<file path="src/core/cal_pkg.sv">
// Package holding register map, field layouts, reset values and timing counts.
package cal_pkg;
    localparam int unsigned clock_hz = 200_000_000;
    localparam int unsigned master_hz = 1_000_000;
    localparam int unsigned chop_hz = 125_000;
    localparam int unsigned pump_fast_hz = 16_000_000;
    localparam int unsigned pump_slow_hz = 8_000_000;
    localparam int unsigned full_cal_ms = 85;
    localparam int unsigned quick_cal_ms = 8;
    localparam int unsigned full_cal_cycles = full_cal_ms * (clock_hz / 1000);
    localparam int unsigned quick_cal_cycles = quick_cal_ms * (clock_hz / 1000);
    localparam int unsigned master_div = clock_hz / master_hz / 2;
    localparam int unsigned chop_div = master_hz / chop_hz / 2;
    localparam int unsigned pump_fast_div = clock_hz / pump_fast_hz / 2;
    localparam int unsigned pump_slow_div = clock_hz / pump_slow_hz / 2;
    localparam int unsigned sched_unit_ms = 100;
    localparam int unsigned sched_unit_cycles = sched_unit_ms * (clock_hz / 1000);

    localparam logic [7:0] addr_ctrl = 8'h00;
    localparam logic [7:0] addr_trig = 8'h04;
    localparam logic [7:0] addr_mux = 8'h08;
    localparam logic [7:0] addr_status = 8'h0c;
    localparam logic [7:0] addr_irq_status = 8'h10;
    localparam logic [7:0] addr_irq_enable = 8'h14;
    localparam logic [7:0] addr_irq_clear = 8'h18;
    localparam logic [7:0] addr_soft_reset = 8'h1c;

    localparam int unsigned ctrl_cal_type_bit = 0;
    localparam int unsigned ctrl_sched_lsb = 1;
    localparam int unsigned ctrl_gain_lsb = 4;
    localparam int unsigned ctrl_pump_slow_bit = 6;
    localparam int unsigned ctrl_busy_out_bit = 7;
    localparam logic [31:0] ctrl_reset = 32'h0000_0000;
    localparam logic [5:0] mux_reset = 6'h00;

    localparam int unsigned irq_fault_bit = 0;
    localparam int unsigned irq_output_bit = 1;
    localparam int unsigned irq_done_bit = 2;

    localparam logic [1:0] resp_okay = 2'b00;
    localparam logic [1:0] resp_slverr = 2'b10;

    typedef enum logic [1:0] {gain_unity, gain_one_25, gain_one_375} gain_e;

    typedef struct packed {
        logic test_path_switch_second;
        logic test_path_switch_first;
        logic input_switch_second_b;
        logic input_switch_first_b;
        logic input_switch_second_a;
        logic input_switch_first_a;
    } switch_s;

    typedef struct packed {
        logic [7:0] awaddr;
        logic awvalid;
        logic [31:0] wdata;
        logic [3:0] wstrb;
        logic wvalid;
        logic bready;
        logic [7:0] araddr;
        logic arvalid;
        logic rready;
    } axi_req_s;

    typedef struct packed {
        logic awready;
        logic wready;
        logic [1:0] bresp;
        logic bvalid;
        logic arready;
        logic [31:0] rdata;
        logic [1:0] rresp;
        logic rvalid;
    } axi_rsp_s;
endpackage : cal_pkg

</file>
<file path="src/core/ripple_calibration_sequencer.sv">
// Calibration sequencer with switch control, fault flags, clocks and AXI4-Lite registers.
//
// Contract
// - Full calibration after power-up, fault, reset.
// - During calibration open inputs, connect test path.
// - Restore switches to pre-calibration state afterward.
// - One bit selects full or quick type.
// - Full calibration lasts about 85 ms.
// - Quick calibration lasts about 8 ms.
// - No extra calibrations unless scheduled or triggered.
// - Nonzero schedule field repeats calibration periodically.
// - Manual trigger bit starts selected calibration.
// - Set fault flag when rail below threshold.
// - Set output error flag on saturation.
// - Two gain bits choose unity, 1.25, 1.375.
// - Pump clock 16 MHz default, 8 MHz option.
// - Busy pin active while calibrating, when enabled.
// - Chop and pump clocks from 1 MHz master; the pump clock is divided directly from the system clock instead.
`timescale 1ns/1ps
module ripple_calibration_sequencer (
    // Clock and reset.
    input wire logic clock,
    input wire logic srst,
    // Register bus.
    input wire cal_pkg::axi_req_s axi_req,
    output cal_pkg::axi_rsp_s axi_rsp,
    // Analog monitors from comparators.
    input wire logic positive_high_rail_low,
    input wire logic negative_high_rail_low,
    input wire logic output_saturated,
    // Switch network and gain.
    output cal_pkg::switch_s switch_state,
    output logic output_gain_bit_low,
    output logic output_gain_bit_high,
    // Clocks.
    output logic master_clock,
    output logic chop_clock,
    output logic pump_clock,
    // Busy pin and interrupt.
    output logic busy_indicator_pin,
    output logic busy_indicator_pin_oe,
    output logic irq
);
    import cal_pkg::*;

    typedef enum logic [1:0] {st_idle, st_full, st_quick} state_e;

    state_e state;
    logic [31:0] ctrl;
    switch_s user_switches, saved_switches;
    logic manual_calibration_trigger, soft_reset_pulse;
    logic [2:0] irq_status, irq_enable;
    logic pos_meta, pos_sync, neg_meta, neg_sync, sat_meta, sat_sync;
    logic rail_low, rail_low_prev, fault_event, restart_full;
    logic high_rail_fault_flag, output_error_flag;
    logic start_full, start_quick, cal_done, cal_running;
    logic sched_expired, sched_running, sched_request;
    logic [2:0] sched_field;
    logic master_tick;
    logic [7:0] pump_half;
    logic aw_hold, w_hold;
    logic [7:0] aw_addr;
    logic [31:0] w_data;
    logic [3:0] w_strb;
    logic do_write;
    logic aw_ready, w_ready, b_valid, ar_ready, r_valid;
    logic [1:0] b_resp, r_resp;
    logic [31:0] r_data;
    logic [31:0] next_rdata;
    logic next_rerr;

    always_ff @(posedge clock) begin
        pos_meta <= positive_high_rail_low;
        pos_sync <= pos_meta;
        neg_meta <= negative_high_rail_low;
        neg_sync <= neg_meta;
        sat_meta <= output_saturated;
        sat_sync <= sat_meta;
    end

    assign rail_low = pos_sync || neg_sync;
    assign fault_event = rail_low && !rail_low_prev;
    assign restart_full = srst || soft_reset_pulse || fault_event;

    always_ff @(posedge clock) begin
        if (srst || soft_reset_pulse) begin
            rail_low_prev <= 1'b0;
            high_rail_fault_flag <= 1'b0;
            output_error_flag <= 1'b0;
        end else begin
            rail_low_prev <= rail_low;
            if (rail_low) begin
                high_rail_fault_flag <= 1'b1;
            end
            if (sat_sync) begin
                output_error_flag <= 1'b1;
            end
        end
    end

    assign sched_field = ctrl[ctrl_sched_lsb +: 3];
    assign sched_request = (sched_field != 3'h0) && sched_expired;
    assign start_full = state == st_idle && !restart_full && ctrl[ctrl_cal_type_bit] == 1'b0
        && (manual_calibration_trigger || sched_request);
    assign start_quick = state == st_idle && !restart_full && ctrl[ctrl_cal_type_bit] == 1'b1
        && (manual_calibration_trigger || sched_request);
    assign cal_running = state != st_idle;

    cal_timer duration_timer (
        .clock(clock),
        .srst(1'b0),
        .load(restart_full || start_full || start_quick),
        .load_value((start_quick && !restart_full) ? quick_cal_cycles : full_cal_cycles),
        .stop(1'b0),
        .expired(cal_done),
        .running()
    );

    cal_timer schedule_timer (
        .clock(clock),
        .srst(srst),
        .load(!sched_running && sched_field != 3'h0),
        .load_value(sched_unit_cycles * {29'h0, sched_field}),
        .stop(sched_field == 3'h0),
        .running(sched_running),
        .expired(sched_expired)
    );

    always_ff @(posedge clock) begin
        if (restart_full) begin
            state <= st_full;
        end else begin
            case (state)
                st_idle: begin
                    if (start_full) begin
                        state <= st_full;
                    end else if (start_quick) begin
                        state <= st_quick;
                    end
                end
                st_full, st_quick: begin
                    if (cal_done) begin
                        state <= st_idle;
                    end
                end
                default: state <= st_idle;
            endcase
        end
    end

    always_ff @(posedge clock) begin
        if (srst) begin
            saved_switches <= mux_reset;
        end else if (!cal_running && (restart_full || start_full || start_quick)) begin
            saved_switches <= user_switches;
        end
    end

    always_ff @(posedge clock) begin
        if (srst) begin
            switch_state <= mux_reset;
        end else if (cal_running && !cal_done) begin
            switch_state <= 6'h30;
        end else begin
            switch_state <= cal_running ? saved_switches : user_switches;
        end
    end

    always_ff @(posedge clock) begin
        if (srst) begin
            output_gain_bit_low <= 1'b0;
            output_gain_bit_high <= 1'b0;
            busy_indicator_pin <= 1'b0;
            busy_indicator_pin_oe <= 1'b0;
        end else begin
            output_gain_bit_low <= ctrl[ctrl_gain_lsb +: 2] == gain_one_25;
            output_gain_bit_high <= ctrl[ctrl_gain_lsb +: 2] == gain_one_375;
            busy_indicator_pin_oe <= ctrl[ctrl_busy_out_bit];
            busy_indicator_pin <= ctrl[ctrl_busy_out_bit] && cal_running;
        end
    end

    assign pump_half = ctrl[ctrl_pump_slow_bit] ? 8'(pump_slow_div) : 8'(pump_fast_div);

    clock_divider master_div_inst (
        .clock(clock),
        .srst(srst),
        .step(1'b1),
        .half_count(8'(master_div)),
        .clk_out(master_clock),
        .toggle(master_tick)
    );

    clock_divider chop_div_inst (
        .clock(clock),
        .srst(srst),
        .step(master_tick && !master_clock),
        .half_count(8'(chop_div)),
        .clk_out(chop_clock),
        .toggle()
    );

    clock_divider pump_div_inst (
        .clock(clock),
        .srst(srst),
        .step(1'b1),
        .half_count(pump_half),
        .clk_out(pump_clock),
        .toggle()
    );

    assign aw_ready = !aw_hold && !b_valid;
    assign w_ready = !w_hold && !b_valid;
    assign do_write = aw_hold && w_hold && !b_valid;
    assign axi_rsp = {aw_ready, w_ready, b_resp, b_valid, ar_ready, r_data, r_resp, r_valid};

    always_ff @(posedge clock) begin
        if (srst) begin
            aw_hold <= 1'b0;
            w_hold <= 1'b0;
            aw_addr <= 8'h00;
            w_data <= 32'h0000_0000;
            w_strb <= 4'h0;
            b_valid <= 1'b0;
            b_resp <= resp_okay;
        end else begin
            if (axi_req.awvalid && aw_ready) begin
                aw_hold <= 1'b1;
                aw_addr <= axi_req.awaddr;
            end
            if (axi_req.wvalid && w_ready) begin
                w_hold <= 1'b1;
                w_data <= axi_req.wdata;
                w_strb <= axi_req.wstrb;
            end
            if (do_write) begin
                aw_hold <= 1'b0;
                w_hold <= 1'b0;
                b_valid <= 1'b1;
                b_resp <= (aw_addr > addr_soft_reset || aw_addr[1:0] != 2'b00)
                    ? resp_slverr : resp_okay;
            end else if (b_valid && axi_req.bready) begin
                b_valid <= 1'b0;
            end
        end
    end

    always_ff @(posedge clock) begin
        if (srst) begin
            ctrl <= ctrl_reset;
            user_switches <= mux_reset;
            irq_enable <= 3'h0;
            manual_calibration_trigger <= 1'b0;
            soft_reset_pulse <= 1'b0;
        end else begin
            soft_reset_pulse <= do_write && aw_addr == addr_soft_reset && w_strb[0] && w_data[0];
            if (start_full || start_quick) begin
                manual_calibration_trigger <= 1'b0;
            end else if (do_write && aw_addr == addr_trig && w_strb[0] && w_data[0]) begin
                manual_calibration_trigger <= 1'b1;
            end
            if (do_write && aw_addr == addr_ctrl) begin
                for (int i = 0; i < 4; i++) begin
                    if (w_strb[i]) begin
                        ctrl[i*8 +: 8] <= w_data[i*8 +: 8];
                    end
                end
            end
            if (do_write && aw_addr == addr_mux && w_strb[0]) begin
                user_switches <= w_data[5:0];
            end
            if (do_write && aw_addr == addr_irq_enable && w_strb[0]) begin
                irq_enable <= w_data[2:0];
            end
        end
    end

    always_ff @(posedge clock) begin
        if (srst) begin
            irq_status <= 3'h0;
        end else begin
            for (int i = 0; i < 3; i++) begin
                if (do_write && aw_addr == addr_irq_clear && w_strb[0] && w_data[i]) begin
                    irq_status[i] <= 1'b0;
                end
            end
            if (fault_event) begin
                irq_status[irq_fault_bit] <= 1'b1;
            end
            if (sat_sync) begin
                irq_status[irq_output_bit] <= 1'b1;
            end
            if (cal_running && cal_done) begin
                irq_status[irq_done_bit] <= 1'b1;
            end
        end
    end

    assign irq = |(irq_status & irq_enable);

    always_comb begin
        next_rdata = 32'h0000_0000;
        next_rerr = 1'b0;
        case (axi_req.araddr)
            addr_ctrl: next_rdata = ctrl;
            addr_trig: next_rdata = {31'h0, manual_calibration_trigger};
            addr_mux: next_rdata = {26'h0, switch_state};
            addr_status: next_rdata = {28'h0, output_error_flag, high_rail_fault_flag,
                state == st_quick, cal_running};
            addr_irq_status: next_rdata = {29'h0, irq_status};
            addr_irq_enable: next_rdata = {29'h0, irq_enable};
            addr_irq_clear, addr_soft_reset: next_rdata = 32'h0000_0000;
            default: next_rerr = 1'b1;
        endcase
    end

    assign ar_ready = !r_valid;

    always_ff @(posedge clock) begin
        if (srst) begin
            r_valid <= 1'b0;
            r_data <= 32'h0000_0000;
            r_resp <= resp_okay;
        end else if (axi_req.arvalid && ar_ready) begin
            r_valid <= 1'b1;
            r_data <= next_rdata;
            r_resp <= next_rerr ? resp_slverr : resp_okay;
        end else if (r_valid && axi_req.rready) begin
            r_valid <= 1'b0;
        end
    end

    a_reset_starts_full: assert property (@(posedge clock) srst |=> state == st_full)
        else $error("reset did not start full calibration");
    a_switches_isolated: assert property (@(posedge clock) disable iff (srst)
        cal_running && !cal_done && !restart_full |=> switch_state == 6'h30)
        else $error("switches not isolated during calibration");
    a_switches_restored: assert property (@(posedge clock) disable iff (srst)
        state != st_idle ##1 state == st_idle |-> switch_state == $past(saved_switches))
        else $error("switches not restored");
    a_quick_selected: assert property (@(posedge clock) disable iff (srst)
        start_quick |=> state == st_quick)
        else $error("quick calibration not entered");
    a_trigger_clears: assert property (@(posedge clock) disable iff (srst)
        manual_calibration_trigger && state == st_idle && !restart_full
        |=> !manual_calibration_trigger && state != st_idle)
        else $error("trigger did not start and clear");
    a_no_abort: assert property (@(posedge clock) disable iff (srst)
        cal_running && !cal_done && !restart_full |=> cal_running)
        else $error("calibration aborted");
    a_fault_flag: assert property (@(posedge clock) disable iff (srst || soft_reset_pulse)
        rail_low |=> high_rail_fault_flag)
        else $error("rail fault flag not set");
    a_output_flag: assert property (@(posedge clock) disable iff (srst || soft_reset_pulse)
        sat_sync |=> output_error_flag)
        else $error("output error flag not set");
    a_busy_pin: assert property (@(posedge clock) disable iff (srst)
        ctrl[ctrl_busy_out_bit] && $past(ctrl[ctrl_busy_out_bit])
        |-> busy_indicator_pin == $past(cal_running))
        else $error("busy pin mismatch");
    a_fault_restart: assert property (@(posedge clock) disable iff (srst)
        fault_event |=> state == st_full)
        else $error("fault did not restart full calibration");
endmodule : ripple_calibration_sequencer

</file>
<file path="src/core/clock_divider.sv">
// Toggle divider that produces a square wave from a clock enable source.
`timescale 1ns/1ps
module clock_divider #(
    parameter int unsigned half_period = 2
) (
    // Clock and reset.
    input wire logic clock,
    input wire logic srst,
    // Advance strobe and half period override.
    input wire logic step,
    input wire logic [7:0] half_count,
    // Divided clock and edge pulse.
    output logic clk_out,
    output logic toggle
);
    logic [7:0] count;

    assign toggle = step && (count >= half_count - 8'h01);

    always_ff @(posedge clock) begin
        if (srst) begin
            count <= 8'h00;
            clk_out <= 1'b0;
        end else if (step) begin
            if (toggle) begin
                count <= 8'h00;
                clk_out <= ~clk_out;
            end else begin
                count <= count + 8'h01;
            end
        end
    end
endmodule : clock_divider

</file>
<file path="src/core/cal_timer.sv">
// Down counter that times one calibration or one schedule interval.
`timescale 1ns/1ps
module cal_timer (
    // Clock and reset.
    input wire logic clock,
    input wire logic srst,
    // Load and abort.
    input wire logic load,
    input wire logic [31:0] load_value,
    input wire logic stop,
    // Status.
    output logic running,
    output logic expired
);
    logic [31:0] count;

    assign running = (count != 32'h0000_0000);
    assign expired = (count == 32'h0000_0001);

    always_ff @(posedge clock) begin
        if (srst || stop) begin
            count <= 32'h0000_0000;
        end else if (load) begin
            count <= load_value;
        end else if (running) begin
            count <= count - 32'h0000_0001;
        end
    end
endmodule : cal_timer

</file>
<file path="config.mk">
export PLATFORM = sky130hd
export DESIGN_NAME = ripple_calibration_sequencer
export DESIGN_NICKNAME = d
export VERILOG_FILES = /design/src/core/cal_pkg.sv /design/src/core/ripple_calibration_sequencer.sv /design/src/core/clock_divider.sv /design/src/core/cal_timer.sv
export SDC_FILE = /design/constraint.sdc
export NUM_CORES = 1
export LEC_CHECK = 0
export BUFFER_PORTS_ARGS = -buffer_cell sky130_fd_sc_hd__buf_4
export CAP_MARGIN = 10
export CORE_ASPECT_RATIO = 0.7
export CORE_MARGIN = 2
export CORE_UTILIZATION = 30
export CTS_BUF_LIST = sky130_fd_sc_hd__clkbuf_8
export DETAILED_ROUTE_END_ITERATION = 10
export PLACE_DENSITY_LB_ADDON = 0.15
export SYNTH_ARGS = -nofsm -noshare
export SYNTH_HDL_FRONTEND = slang
export SYNTH_SLANG_ARGS = --single-unit
</file>
<file path="constraint.sdc">
create_clock -name clock -period 4.2 [get_ports clock]
set_input_delay 0.63 -clock clock [delete_from_list [all_inputs] [get_ports clock]]
set_output_delay 0.63 -clock clock [all_outputs]
set_load 0.005 [all_outputs]
</file>
Yosys cells after proc, flatten, opt, wreduce, memory -nomap -nowiden
Cells that the tools add are included.
{ "classes": {"n_addsub": 6, "mux": 26, "bitwise_logic": 5, "n_eq_ne": 20, "order_cmp": 4, "n_mul": 1, "n_reduce_logical": 90} }
{ "op_table": {"columns": ["op", "n"], "rows": [
  ["case mux 32 bit (6 select lines)", 1],
  ["== test 32 x 1 -> 1 bit, second input constant", 2],
  ["2-to-1 mux 32 bit", 2],
  ["nonzero test 32 bit", 2],
  ["subtractor 32 x 1 -> 32 bit, second input constant", 2],
  ["== test 8 x 5 -> 1 bit, second input constant", 7],
  ["2-to-1 mux 28 bit", 2],
  ["logical AND 1 bit", 40],
  ["2-to-1 mux 25 bit", 1],
  ["adder 8 x 1 -> 8 bit, second input constant", 3],
  ["== test 8 x 4 -> 1 bit, second input constant", 3],
  ["multiplier 17 x 3 -> 20 bit, first input constant", 1],
  ["nonzero test 2 bit", 9],
  ["== test 8 x 3 -> 1 bit, second input constant", 2],
  ["logical NOT 8 bit", 2],
  ["OR reduction 2 bit", 7],
  ["2-to-1 mux 6 bit", 2],
  ["AND reduction 2 bit", 6],
  ["logical NOT 1 bit", 10],
  ["2-to-1 mux 1 bit", 10],
  ["2-to-1 mux 2 bit", 5],
  ["logical OR 1 bit", 9],
  ["greater-or-equal comparator 8 x 2 -> 1 bit, second input constant", 1],
  ["greater-or-equal comparator 8 x 7 -> 1 bit, second input constant", 1],
  ["17 further kinds", 22]
]} }
{ "totals": {"out_inout_bits": 55, "reg_bits": 248, "word_cells": 213, "input_bits": 62} }

Depth between registers and ports, before layout
{ "depth": {"ltp_word": 10, "depth_mapped": 10, "depth_no_buf": 10} }

Hierarchy
A second synthesis with hierarchy kept.
{ "hier_totals": {"cells_unflattened": 1401, "hier_area_um2": 12036.5} }
{ "modules_own_cells": {"columns": ["mod", "cells_each", "n_inst", "seq_area_each_um2", "area_per_inst_um2"], "rows": [
  ["ripple_calibration_sequencer", 736, 1, 3103.0, 6456.2],
  ["clock_divider", 78, 3, 180.2, 686.9],
  ["cal_timer (schedule_timer)", 217, 1, 640.6, 1767.9],
  ["cal_timer (duration_timer)", 214, 1, 640.6, 1751.7]
]} }

Least setup slack after synthesis
No wires, ideal clock.
{ "synth_timing": {"path_type": "register to register", "startpoint": "register schedule_timer.count[19]", "endpoint": "register duration_timer.count[0], enable pin", "t_required_ns": 3.804, "t_arrival_ns": 3.095, "synth_period_minus_slack_ns": 3.491, "path_slack_ns": 0.709, "path_buffers": 2, "setup_ns": 0.396, "path_stages_with_launch": 8, "path_cell_list": "dfxtp_1 > or4_4 > or4_4 > buf_6 > o32a_1 > and2_1 > clkbuf_1 > nand4_1"} }
{ "synth_between": {"elab_chain_cells": 7, "word_cells_on_any_way": 8, "cone_classes": "eq/ne: 1; reduce/logical: 7"} }
{ "synth_lines": {"columns": ["item", "line_no", "source"], "rows": [
  ["start, declared", "cal_timer.sv:15", "logic [31:0] count;"],
  ["start signal, assigned", "cal_timer.sv:24", "count <= load_value;"],
  ["start signal, assigned", "cal_timer.sv:26", "count <= count - 32'h0000_0001;"],
  ["== test 32 x 1 -> 1 bit (*)", "cal_timer.sv:18", "assign expired = (count == 32'h0000_0001);"],
  ["logical AND 1 bit (*)", "ripple_calibration_sequencer.sv:102", "assign sched_request = (sched_field != 3'h0) && sched_expired;"],
  ["logical OR 1 bit (*)", "ripple_calibration_sequencer.sv:104, ripple_calibration_sequencer.sv:106", null],
  ["logical AND 1 bit", "ripple_calibration_sequencer.sv:104", "&& (manual_calibration_trigger || sched_request);"],
  ["logical OR 1 bit", "ripple_calibration_sequencer.sv:112", ".load(restart_full || start_full || start_quick),"],
  ["logical OR 1 bit (*)", "ripple_calibration_sequencer.sv:112", null],
  ["nonzero test 2 bit (no line) (*)", null, null],
  ["end signal, assigned", "cal_timer.sv:24", null],
  ["end signal, assigned", "cal_timer.sv:26", null],
  ["end, declared", "cal_timer.sv:15", null]
]} }
Every way passes the cells marked *; elsewhere a longest branch is shown, timed or not.
A chain may end at the register's enable or synchronous reset.

Worst setup path after layout
{ "layout_timing": {"startpoint": "register schedule_timer.count[19]", "endpoint": "register duration_timer.count[7], enable pin"} }
The elaborated chain is that of the path after synthesis.

==> metrics list <==
- HP Class: input pin to register
- Leading register cell type out of synthesis: dfxtp_1
- Clock period minus final worst setup slack: approximately 3.1 ns
* Number of buffers created by CTS: between 40 and 50
- The count of pins over their slew limit was 0.
- Number of antenna violations at the first check in global routing: 0
* CP bufs+invs: 1
- Status: finished, final reports clean
- STA classifies the critical path startpoint as a register.
- After detailed routing, the average wire length per cell comes to 15.7 um.
- Sequential cells were found to cover between 50% and 60% of the synthesized design area.
- After floorplanning, the core was divided into between 50 and 60 placement rows.
- Clock-pin transition on the worst setup and hold timing paths: 0.06 ns
- Summing every instance area after synthesis gives 10300 um2.
- The setup path with the least slack is of type register to register.
* Synth top area cells: dfxtp_1 (41%), edfxtp_1 (9.3%), nand2_1 (6.1%)
- VDD sags by at most approximately 0.18 mV.
* RSZ-0062 raised after global routing: false
* Relative max-transition margin: about two fifths
- Fraction of final layout cells with drive strength greater than 1: about 16%
* Die Outline Area: ~36000 um2
- The kind of cell with the highest combined delay along the critical path is simple AND/OR/NAND/NOR gates.
* Layout overhead on the synthesized area: 20.9%
- Total of warnings raised by yosys: 0
- Share of the clock period used by the worst path: roughly three quarters
- Vertical die dimension: approximately 160 um
* Mean area per synthesized cell: around 9 um2
* Slowest library cell on the worst path: or4_4
* Antenna-violating nets left: 0
- The number of hold buffers added after CTS was 0.
- Synthesis handed over a netlist of approximately 1100 instances.
- Pleak: 4.87 nW
- The die is 226 um wide.
- The critical path runs through a total of 6 cells.
- Summed over all layers, the global routing overflow is 0.
- Commonest cells after routing, fill and taps aside: dfxtp_1 (214), nand2_1 (167), nor2_1 (134)
* CTS Root Cell: clkbuf_8
- Number of global-route vias before repair: about 8000
- STA puts the critical path data required time at between 4 and 5 ns.
- The critical path goes through or4_4 -> or4_4 -> o32a_1 -> and2_1 -> nand4_1 -> buf_4.
- The clock passes through at most 3 buffers.
- In this run, post-CTS repair resized a total of 0 instances.
* Type of destination of the critical path: register
* Setup Skew: 0.0383 ns
- Counting cells, the worst reg-to-reg path comes to 6.
* Setup-failing EPs final: 0
- Via count: 8334
* Post-route insts no fill: between 1500 and 2000
- Maximum number of pins on one net before global-route repair: between 80 and 90
- HPWL after detailed placement: 18800 um
- The number of hold violations in the final report came to 0.
- Counting tap cells, the placed design contains a total of 1683 instances.
- All-Layer GR Usage: 15.4%
- Once layout is complete, the utilization of the core stands at roughly 37%.
- Maximum clock frequency: about 0.33 GHz
- Leaving out fill and tap cells, the most frequent cell in the layout is dfxtp_1.
- At the end of the flow, the number of nets in the layout was 1350.
- Number of max-cap violations: 0
- Area share of the largest cell type after synthesis: 41.5%
- Number of sinks driven by the clock tree: between 200 and 250
* Global-route wire length before repair: between 40000 and 50000 um
- Deepest level of the CTS H-tree: 2
* CP Max Fanout: 20
- In this run, distinct cell masters in the synthesized netlist total 65.
* Most numerous cell on the critical path: or4_4
- Total negative slack for setup checks: 0 ns
- The core region is between 30000 and 40000 um2.
* Vias per cell: 4.74
- TritonCTS clock tree: yes
- For this design the ratio of total power to cell area is ~400 nW/um2.
- The design draws about 5 mW.
- After clock tree synthesis, the setup repair step added 0 buffers.
- STA puts the critical path data arrival time at 3.29 ns.
- Before antenna repair, the detailed router went through 5 iterations.
- The routed design has between 20000 and 30000 um of wire.
- Number of DRC markers after the initial detailed-route iteration: about 450
- The biggest area contributor in the post-synthesis netlist is dfxtp_1.
* Hold path depth: 1
* Slew at the pin with the worst max-slew slack: 0.894 ns
- The synthesized design contains 32 enable-type register cells.
* Routability Congestion: ~0.81
* Clock latency of the later-clocked register in the worst-skew pair: 0.57 ns
* Diode insertion count for antenna repair: 0
- For this configuration, the core starts out at a cell density of 30.7%.
- Largest stage delay on the critical path: 0.60 ns
- For this run, asynchronously set or reset flops after synthesis account for 0%.
- Counting flops and latches in the post-synthesis netlist gives 246.
- Port Buffer Count: about 110
* Number of top-level pins: around 120
- Post-detailed-route DRC marker count: 0
[report_power, final]
group | switching (mW) | internal, mW | leakage (nW) | total, mW
clock | 0.998 | 1.22 | 0.502 | 2.22
combinational | 0.176 | 0.114 | 2.27 | 0.291
sequential | 0.0519 | 2.44 | 2.10 | 2.49
[final cells by class]
type                    instances  area, um2
repair buffers                128        961
fillers                      3508      21200
inverters                      23       86.3
clock buffers                  54        743
multi-input cells             822       4760
well taps                     464        581
flip-flops and latches        246       5250
clock inverters                21        120
[worst register-to-register path, stage by stage (launching register included)]
cell and delay (ns):
dfxtp_1 0.35, or4_4 0.58, or4_4 0.61, o32a_1 0.48, and2_1 0.31, nand4_1 0.14
buf_4 0.29
[path summary, 6_finish.rpt]
path                            startpoint                      end  slack, ns
hold / removal            output_saturated                 sat_meta       0.16
setup reg to reg  schedule_timer.count[19]  duration_timer.count[7]       1.13
setup / recovery  schedule_timer.count[19]  duration_timer.count[7]       1.13
hold reg to reg                   sat_meta                 sat_sync       0.33
[cells in the mapped netlist, drive strengths merged, types with 6 or more instances]
cell and number:
a211oi 12, a21oi 111, a22oi 29, and2 6, buf 11, clkbuf 52, dfxtp 214, edfxtp 32
ha 23, inv 23, mux2i 14, nand2 167, nand2b 8, nand3 48, nand4 10, nor2 134
nor3 27, nor3b 8, nor4 26, nor4b 7, o21ai 20, or3 14, or4 16, xnor2 51
xor2 15
[flip-flops by register name, indices dropped and copies added (netlist names), 8 cells and up]
name and count:
ctrl 32, duration_timer.count 32, r_data 32, schedule_timer.count 32
w_data 32, aw_addr 8, chop_div_inst.count 8, master_div_inst.count 8
pump_div_inst.count 8
[layer usage]
metal	wire, um	global-route usage, %	vias to the layer above
met2	11600	22.5	140
met4	528	4.06	0
li1	-	-	4266
met3	1150	3.17	51
met1	14300	22.8	3877
met5	0	0	-
[cells by family (layout without fill, tap and decap cells)]
kind of cell,Yosys count,after routing,synth area share (%)
buf+inv,86,226,3.46
other cells,1,6,0.0363
compound gates,217,217,13.0
simple gates,491,491,22.3
xor+xnor,66,66,5.59
flops,246,246,50.8
fa+ha+maj,24,24,2.98
mux,18,18,1.90
[per-stage QoR]
stage	cell area [um2]	setup WS, ns	hold slack (ns)
6_report	12500	1.13	0.164
5_1_grt	12500	0.965	0.116
4_1_cts	12500	1.07	0.113
3_5_place_dp	11600	1.08	0.319
3_3_place_gp	11600	1.17	0.316
2_1_floorplan	10400	0.709	0.310
Note: power is estimated with default switching activity, not from simulation.
